===== config.mk =====
export PLATFORM = sky130hd
export DESIGN_NAME = afs_flags
export DESIGN_NICKNAME = d
export VERILOG_FILES = /design/src/pkg/afs_pkg.sv /design/src/rtl/afs_flags.sv /design/src/rtl/afs_sync3.sv
export SDC_FILE = /design/constraint.sdc
export NUM_CORES = 1
export LEC_CHECK = 0
export BUFFER_PORTS_ARGS = -buffer_cell sky130_fd_sc_hd__buf_2
export CAP_MARGIN = 5
export CORE_MARGIN = 2
export CORE_UTILIZATION = 33
export DETAILED_ROUTE_END_ITERATION = 7
export PLACE_DENSITY = 0.62
export SLEW_MARGIN = 10
export SYNTH_ARGS = -nofsm -noshare
export SYNTH_HDL_FRONTEND = slang
export SYNTH_HIERARCHICAL = 1
export SYNTH_SLANG_ARGS = --single-unit

===== constraint.sdc =====
create_clock -name i_mclk -period 3.25 [get_ports i_mclk]
set_clock_uncertainty 0.15 [all_clocks]
set_input_delay 0.325 -clock i_mclk [delete_from_list [all_inputs] [get_ports i_mclk]]
set_output_delay 0.325 -clock i_mclk [all_outputs]
set_load 0.03 [all_outputs]

===== src/pkg/afs_pkg.sv =====
// Constants for the warning-flag and protection-flag register pair.
// Assumes an 8-bit register port with byte-wide offsets.
package afs_pkg;
    // Register offsets
    localparam logic [7:0] ADDR_WARN      = 8'h20;
    localparam logic [7:0] ADDR_PROT      = 8'h21;
    // Warning-flag field positions
    localparam int         WARN_UNASSIGN  = 7;
    localparam int         WARN_PARITY    = 6;
    localparam int         WARN_ECC       = 5;
    localparam int         WARN_FORCE     = 4;
    localparam int         WARN_TSD       = 3;
    localparam int         WARN_SLEEP     = 2;
    localparam int         WARN_OT2       = 1;
    localparam int         WARN_OT1       = 0;
    // Protection-flag field positions
    localparam int         PROT_FORCE     = 4;
    // Write-one-to-clear masks, force bits excluded
    localparam logic [7:0] WARN_W1C_MASK  = 8'h6F;
    localparam logic [7:0] PROT_W1C_MASK  = 8'h2F;
    // Reset values
    localparam logic [7:0] WARN_RST       = 8'h80;
    localparam logic [7:0] PROT_RST       = 8'h00;
    localparam logic [7:0] RDATA_RST      = 8'h00;
    // Pin synchroniser depth and width
    localparam int         SYNC_STAGES    = 3;
    localparam int         SYNC_WIDTH     = 3;
endpackage : afs_pkg


===== src/rtl/afs_flags.sv =====
// Warning-flag and protection-flag registers with their two output lines.
// Assumes the serial port front end delivers decoded byte accesses on i_mclk.
// Contract
// - Warning bit 7 is forced to one while the address is unassigned.
// - Unassigned flag clears after address set, then write one, then write zero.
// - Unassigned flag reads one after reset, zero once cleared after address assigned.
// - Bit 6 sets when protected configuration group check fails.
// - Bit 5 sets on uncorrectable double-bit OTP error only.
// - Bit 4 is a stored force bit driving the warning output, default zero.
// - Bit 3 set while thermal shutdown active, default zero.
// - Bit 2 sets only on entry into sleep, not again while sleep holds.
// - Bit 1 sets above second threshold, holds below it until cleared, zero when disabled.
// - Bit 0 sets above first threshold, holds below it until cleared, zero when disabled.
// - Protection-flag register at 0x21 reports the cause of fault output.
// - Protection flags clear on write one, write zero leaves them.
// - Protection bit 4 stores the written value directly.
// - Warning flags clear on write one, bit 7 on one then zero; bit 4 stores the written value.
`timescale 1ns/1ps
module afs_flags (
    input  wire logic       i_mclk,
    input  wire logic       i_rst_n,
    input  wire logic [7:0] i_reg_addr,
    input  wire logic [7:0] i_reg_wdata,
    input  wire logic       i_reg_wr,
    input  wire logic       i_addr_assigned,
    input  wire logic       i_parity_invalid,
    input  wire logic       i_ecc_double_err,
    input  wire logic       i_sleep_ctrl,
    input  wire logic       i_ts1_en,
    input  wire logic       i_ts2_en,
    input  wire logic       i_tsd_active,
    input  wire logic       i_ot1_over,
    input  wire logic       i_ot2_over,
    input  wire logic [7:0] i_prot_cause,
    output logic      [7:0] o_reg_rdata,
    output logic            o_warning,
    output logic            o_fault
);

    logic [7:0] warn_reg;
    logic [7:0] warn_next;
    logic [7:0] warn_set;
    logic [7:0] warn_w1c;
    logic [7:0] warn_dis;
    logic       arm_reg;
    logic       sleep_prev_reg;
    logic [7:0] prot_reg;
    logic [7:0] prot_next;
    logic [2:0] pin_sync;
    logic       tsd_s;
    logic       ot1_s;
    logic       ot2_s;
    logic       wr_warn;
    logic       wr_prot;

    ////////////////////////////////////////////////////////////////////////
    // Comparator pins into the clock domain
    afs_sync3 #(
        .WIDTH (afs_pkg::SYNC_WIDTH)
    ) u_sync (
        .i_mclk  (i_mclk),
        .i_rst_n (i_rst_n),
        .i_async ({i_ot2_over, i_ot1_over, i_tsd_active}),
        .o_sync  (pin_sync)
    );

    assign tsd_s = pin_sync[0];
    assign ot1_s = pin_sync[1];
    assign ot2_s = pin_sync[2];

    // Write decode
    assign wr_warn = i_reg_wr && (i_reg_addr == afs_pkg::ADDR_WARN);
    assign wr_prot = i_reg_wr && (i_reg_addr == afs_pkg::ADDR_PROT);

    ////////////////////////////////////////////////////////////////////////
    // Warning-flag set, clear and disable terms
    always_comb
    begin
        warn_set = 8'h00;
        warn_set[afs_pkg::WARN_PARITY] = i_parity_invalid;
        warn_set[afs_pkg::WARN_ECC]    = i_ecc_double_err;
        warn_set[afs_pkg::WARN_TSD]    = tsd_s;
        warn_set[afs_pkg::WARN_SLEEP]  = i_sleep_ctrl && !sleep_prev_reg;
        warn_set[afs_pkg::WARN_OT2]    = ot2_s && i_ts2_en;
        warn_set[afs_pkg::WARN_OT1]    = ot1_s && i_ts1_en;
        warn_w1c = wr_warn ? (i_reg_wdata & afs_pkg::WARN_W1C_MASK) : 8'h00;
        warn_dis = 8'h00;
        warn_dis[afs_pkg::WARN_OT2] = !i_ts2_en;
        warn_dis[afs_pkg::WARN_OT1] = !i_ts1_en;
        // Set wins over a clear in the same cycle
        warn_next = (warn_set | (warn_reg & ~warn_w1c & ~warn_dis)) & afs_pkg::WARN_W1C_MASK;
        warn_next[afs_pkg::WARN_FORCE]    = wr_warn ? i_reg_wdata[afs_pkg::WARN_FORCE]
                                                    : warn_reg[afs_pkg::WARN_FORCE];
        warn_next[afs_pkg::WARN_UNASSIGN] = warn_reg[afs_pkg::WARN_UNASSIGN];
        if (!i_addr_assigned)
            warn_next[afs_pkg::WARN_UNASSIGN] = 1'b1;
        else if (wr_warn && !i_reg_wdata[afs_pkg::WARN_UNASSIGN] && arm_reg)
            warn_next[afs_pkg::WARN_UNASSIGN] = 1'b0;
    end

    ////////////////////////////////////////////////////////////////////////
    // Warning-flag register
    always_ff @(posedge i_mclk)
    begin
        if (!i_rst_n)
            warn_reg <= afs_pkg::WARN_RST;
        else
            warn_reg <= warn_next;
    end

    // Arming for the one-then-zero clear of the unassigned flag
    always_ff @(posedge i_mclk)
    begin
        if (!i_rst_n)
            arm_reg <= 1'b0;
        else if (!i_addr_assigned)
            arm_reg <= 1'b0;
        else if (wr_warn)
            arm_reg <= i_reg_wdata[afs_pkg::WARN_UNASSIGN];
    end

    // Sleep control history for entry detection
    always_ff @(posedge i_mclk)
    begin
        if (!i_rst_n)
            sleep_prev_reg <= 1'b0;
        else
            sleep_prev_reg <= i_sleep_ctrl;
    end

    ////////////////////////////////////////////////////////////////////////
    // Protection-flag register; reserved bits 7:6 stay zero
    always_comb
    begin
        prot_next = ((i_prot_cause | prot_reg) & afs_pkg::PROT_W1C_MASK);
        if (wr_prot)
            prot_next = (i_prot_cause | (prot_reg & ~i_reg_wdata)) & afs_pkg::PROT_W1C_MASK;
        prot_next[afs_pkg::PROT_FORCE] = wr_prot ? i_reg_wdata[afs_pkg::PROT_FORCE]
                                                 : prot_reg[afs_pkg::PROT_FORCE];
    end

    always_ff @(posedge i_mclk)
    begin
        if (!i_rst_n)
            prot_reg <= afs_pkg::PROT_RST;
        else
            prot_reg <= prot_next;
    end

    ////////////////////////////////////////////////////////////////////////
    // Output lines follow the flag registers one cycle later
    always_ff @(posedge i_mclk)
    begin
        if (!i_rst_n)
        begin
            o_warning <= 1'b0;
            o_fault   <= 1'b0;
        end
        else
        begin
            o_warning <= |warn_reg;
            o_fault   <= |prot_reg;
        end
    end

    // Read data, unmapped offsets read zero
    always_ff @(posedge i_mclk)
    begin
        if (!i_rst_n)
            o_reg_rdata <= afs_pkg::RDATA_RST;
        else if (i_reg_addr == afs_pkg::ADDR_WARN)
            o_reg_rdata <= warn_reg;
        else if (i_reg_addr == afs_pkg::ADDR_PROT)
            o_reg_rdata <= prot_reg;
        else
            o_reg_rdata <= afs_pkg::RDATA_RST;
    end

    ////////////////////////////////////////////////////////////////////////
    // Checks
    property p_unassigned;
        @(posedge i_mclk) disable iff (!i_rst_n)
        !i_addr_assigned |=> warn_reg[7];
    endproperty
    a_unassigned: assert property (p_unassigned) else $error("unassigned flag not set");

    property p_ar_clear;
        @(posedge i_mclk) disable iff (!i_rst_n)
        $fell(warn_reg[7]) |-> $past(i_addr_assigned) && $past(wr_warn) && !$past(i_reg_wdata[7]) && $past(arm_reg);
    endproperty
    a_ar_clear: assert property (p_ar_clear) else $error("unassigned flag cleared early");

    property p_parity;
        @(posedge i_mclk) disable iff (!i_rst_n)
        i_parity_invalid |=> warn_reg[6];
    endproperty
    a_parity: assert property (p_parity) else $error("parity flag missing");

    property p_ecc;
        @(posedge i_mclk) disable iff (!i_rst_n)
        $rose(warn_reg[5]) |-> $past(i_ecc_double_err);
    endproperty
    a_ecc: assert property (p_ecc) else $error("ecc flag without cause");

    property p_force;
        @(posedge i_mclk) disable iff (!i_rst_n)
        wr_warn |=> (warn_reg[4] == $past(i_reg_wdata[4])) ##1 (o_warning || !$past(warn_reg[4]));
    endproperty
    a_force: assert property (p_force) else $error("force bit wrong");

    property p_tsd;
        @(posedge i_mclk) disable iff (!i_rst_n)
        tsd_s |=> warn_reg[3];
    endproperty
    a_tsd: assert property (p_tsd) else $error("thermal flag missing");

    property p_sleep;
        @(posedge i_mclk) disable iff (!i_rst_n)
        $rose(warn_reg[2]) |-> $past(i_sleep_ctrl) && !$past(sleep_prev_reg);
    endproperty
    a_sleep: assert property (p_sleep) else $error("sleep flag not on entry");

    property p_ot2;
        @(posedge i_mclk) disable iff (!i_rst_n)
        !i_ts2_en |=> !warn_reg[1];
    endproperty
    a_ot2: assert property (p_ot2) else $error("second overtemp flag while disabled");

    property p_ot1;
        @(posedge i_mclk) disable iff (!i_rst_n)
        (ot1_s && i_ts1_en) |=> warn_reg[0] ##1 o_warning;
    endproperty
    a_ot1: assert property (p_ot1) else $error("first overtemp flag missing");

    property p_prot_keep;
        @(posedge i_mclk) disable iff (!i_rst_n)
        (wr_prot && !i_reg_wdata[0] && prot_reg[0]) |=> prot_reg[0];
    endproperty
    a_prot_keep: assert property (p_prot_keep) else $error("protection flag lost");

    property p_prot_force;
        @(posedge i_mclk) disable iff (!i_rst_n)
        wr_prot |=> prot_reg[4] == $past(i_reg_wdata[4]);
    endproperty
    a_prot_force: assert property (p_prot_force) else $error("protection force wrong");

    property p_warn_idle;
        @(posedge i_mclk) disable iff (!i_rst_n)
        (warn_reg == 8'h00) |=> !o_warning;
    endproperty
    a_warn_idle: assert property (p_warn_idle) else $error("warning output without flag");

endmodule : afs_flags


===== src/rtl/afs_sync3.sv =====
// Three-flop synchroniser with agreement filter for asynchronous pins.
// Assumes inputs are slow levels from comparators outside the clock domain.
`timescale 1ns/1ps
module afs_sync3 #(
    parameter int WIDTH = afs_pkg::SYNC_WIDTH
) (
    input  wire logic             i_mclk,
    input  wire logic             i_rst_n,
    input  wire logic [WIDTH-1:0] i_async,
    output logic      [WIDTH-1:0] o_sync
);

    logic [WIDTH-1:0] meta_reg;
    logic [WIDTH-1:0] stage2_reg;
    logic [WIDTH-1:0] stage3_reg;

    ////////////////////////////////////////////////////////////////////////
    // Three-stage shift; first stage feeds only the second
    always_ff @(posedge i_mclk)
    begin
        if (!i_rst_n)
        begin
            meta_reg   <= '0;
            stage2_reg <= '0;
            stage3_reg <= '0;
        end
        else
        begin
            meta_reg   <= i_async;
            stage2_reg <= meta_reg;
            stage3_reg <= stage2_reg;
        end
    end

    ////////////////////////////////////////////////////////////////////////
    // Output follows a bit only where stages two and three agree
    always_ff @(posedge i_mclk)
    begin
        if (!i_rst_n)
            o_sync <= '0;
        else
            o_sync <= (stage2_reg & ~(stage2_reg ^ stage3_reg)) | (o_sync & (stage2_reg ^ stage3_reg));
    end

endmodule : afs_sync3


==> impl_results.md <==
- Status: finished clean
- LEAKAGE: 0.744 nW
- Final setup violation count: 0
- Maximum vdd drop: 0.201 mV
- Routed Antenna Nets: 0
- CP Class: in -> reg
- Core region area: ~4000 um2
- IO Pins: 46
- Vias in the first global route: 912
- Most frequent cells after synthesis: dfxtp_1, inv_1, o21ai_0, a31oi_1, mux2i_1
- Slowest stage cell, crit path: and3_1
- H-tree depth: 2
- Mux share of post-synthesis cell area: 6.53%
- CTS max path bufs: 2
- CP Cell Sequence: buf_2 -> nor4b_4 -> and3_1 -> mux2i_1
- Fin crit share: 43.3%
- Drt first pass iters: 4
- Final TNS setup: 0 ns
- Antenna Diode Count: 0
- Tmin final: between 1 and 1.5 ns
- Max-Cap Viols: 0
- Synth top area share: 55.1%
- Worst Path Max Fanout: 9
- Initial cell density of the core: roughly a third
- Layout cells sized above 1: 31.5%
- Mapped cell area: 1380 um2
- CTS tree: yes
- Post-place instance area: 1600 um2
- Routed wire length: 2640 um
- WL/cell: 11.6 um
- EDFF count, synth: 0
- Async S/R FF share, synth: 0%
- Worst path max stage delay: 0.48 ns
- Tot Pwr: roughly 0.84 mW
- Synth Flop Type: dfxtp_1
- Relative slew slack: around 66%
- DR DRC count: 0
- Ys Warns: 6
- Fillers: 407
- Startpoint Class: primary input
- Final Hold Violating Endpoints: 0
- Die area: 4720 um2
- FMAX: 0.710 GHz
- Synth Area in Adders: 0%
- Post CTS Setup Buffer Count: 0
- Final slew viol count: 0
- Pwr Density: 502 nW/um2
- Min-Delay Path Class: in -> reg
- Vias: 1068
- Gr ovfl total: 0
- Met1 Resource Use GR: between 10 and 15%
- Cells after Synth: 135
- Final worst slack: roughly 1.8 ns
- Compound-Gate Fraction of Synth Area: 14.1%
- Cell Rows: 23
- Post-Syn Area per Cell: 10.2 um2
- Clock-pin slew on the worst setup and hold paths: ~0.060 ns
- Clock Root Buffer: clkbuf_8
- Largest family of logic cells by synthesized area: simple AND/OR/NAND/NOR gates
- Global-route wire length before repair: 4020 um
- Worst slew pin tran: 0.516 ns
- Simple-Gate Fraction of Synth Area: 17.5%
- Post-cts repair resize count: 0
- DR vias/cell: ~4.7
- Port bufs: between 40 and 50
- Yosys top cell by area: dfxtp_1
- Syn nets: 171
- Largest net degree at the start of global routing: 36
- Final nets: 214
- All-Layer GR Usage: about an eighth
- M3 GR Usage: 4.38%
- Clk_lat worst skew: 0.28 ns
- Number of buffers created by CTS: 5
- FF+latch count, synth: 38
- Required time of the critical path: 3.31 ns
- Initial drt markers: 47
- RSZ-0062 raised after global routing: false
- Sink Count: 38
- Hold Buf Count CTS: 0
- Die Width: 68.7 um
- Yosys cell types: 28
- Pre-CTS WS: 1.52 ns
- Final GP Congestion: 0.721
- DP HPWL: 1910 um
- Die height: 68.7 um
- Xor/xnor share of the synthesized area: 0%
- Area Overhead vs Synth: 21.8%
- Most used routing layer in global routing: met2
- Sequential fraction of the synthesis area: 55.1%
- Top-count cell post-synth: dfxtp_1
- Final Cell Area: 1680 um2
- Setup crit end kind: flip-flop
- Initial antenna violation count: 0
- Area contributors post-synth: dfxtp_1, mux2i_1, a31oi_1
- Met2 Usage GRT: 18.0%
- Worst Path Arrival: 1.47 ns
==> cells by family (layout without fill, tap and decap cells) <==
kind of cell | Yosys count | count (layout)
compound gates | 31 | 31
buf+inv | 18 | 61
flops | 38 | 38
mux | 9 | 9
simple gates | 39 | 39
==> per-layer routing <==
metal | part of all wire (%) | routed length [um]
met1 | 47 | 1230
met2 | 46 | 1220
met3 | 5.1 | 136
met4 | 2.2 | 57
met5 | 0 | 0
==> report_power, final <==
part	internal [mW]	switching (mW)	total (mW)
Clock	0.148	0.147	0.295
Combinational	0.0305	0.0304	0.0609
Sequential	0.480	0.00789	0.488
==> worst max-delay path, delay by kind of cell <==
kind | cells | cell delay [ns]
buffers and inverters | 1 | 0.11
multiplexers | 1 | 0.23
AND/OR/NAND/NOR | 2 | 0.80
==> stage by stage <==
step / utilization (%) / hold slack, ns / cells
5_1_grt: 42.0 / 0.0754 / 228
3_3_place_gp: 40.1 / 0.278 / 221
6_report: 42.0 / 0.0775 / 228
4_1_cts: 42.0 / 0.0674 / 228
2_1_floorplan: - / 0.268 / 135
3_5_place_dp: 40.1 / 0.282 / 221
==> cells in the final DEF (no fill, tap or decap), drive strengths merged, types with 4 or more instances in the layout <==
cell | synthesis | routed
o21ai | 12 | 12
a31oi | 10 | 10
and2 | 10 | 10
dfxtp | 38 | 38
a21boi | 4 | 4
nand2 | 6 | 6
clkbuf | 2 | 7
mux2i | 9 | 9
inv | 12 | 12
nand3 | 4 | 4
buf | 4 | 42
nor2 | 8 | 8
==> worst paths after layout <==
path / from / endpoint / slack (ns) / cells past startpoint
setup / recovery: i_reg_addr[7] / arm_reg / 1.84 / 4
hold / removal: i_reg_wdata[6] / warn_reg[6] / 0.08 / 2
setup reg to reg: prot_reg[4] / o_fault / 1.88 / 2
hold reg to reg: warn_reg[6] / o_reg_rdata[6] / 0.30 / 2
==> area by class of cell <==
| type | instances | area (um2) | share of cell area [%] |
|---|---|---|---|
| Inverter | 12 | 45.0 | 2.68 |
| Multi-Input combinational cell | 79 | 526 | 31.3 |
| Sequential cell | 38 | 761 | 45.3 |
| Timing Repair Buffer | 42 | 210 | 12.5 |
| Tap cell | 50 | 62.6 | 3.72 |
| Clock buffer | 7 | 76.3 | 4.54 |
No activity file was read; power rests on OpenSTA's default activity.
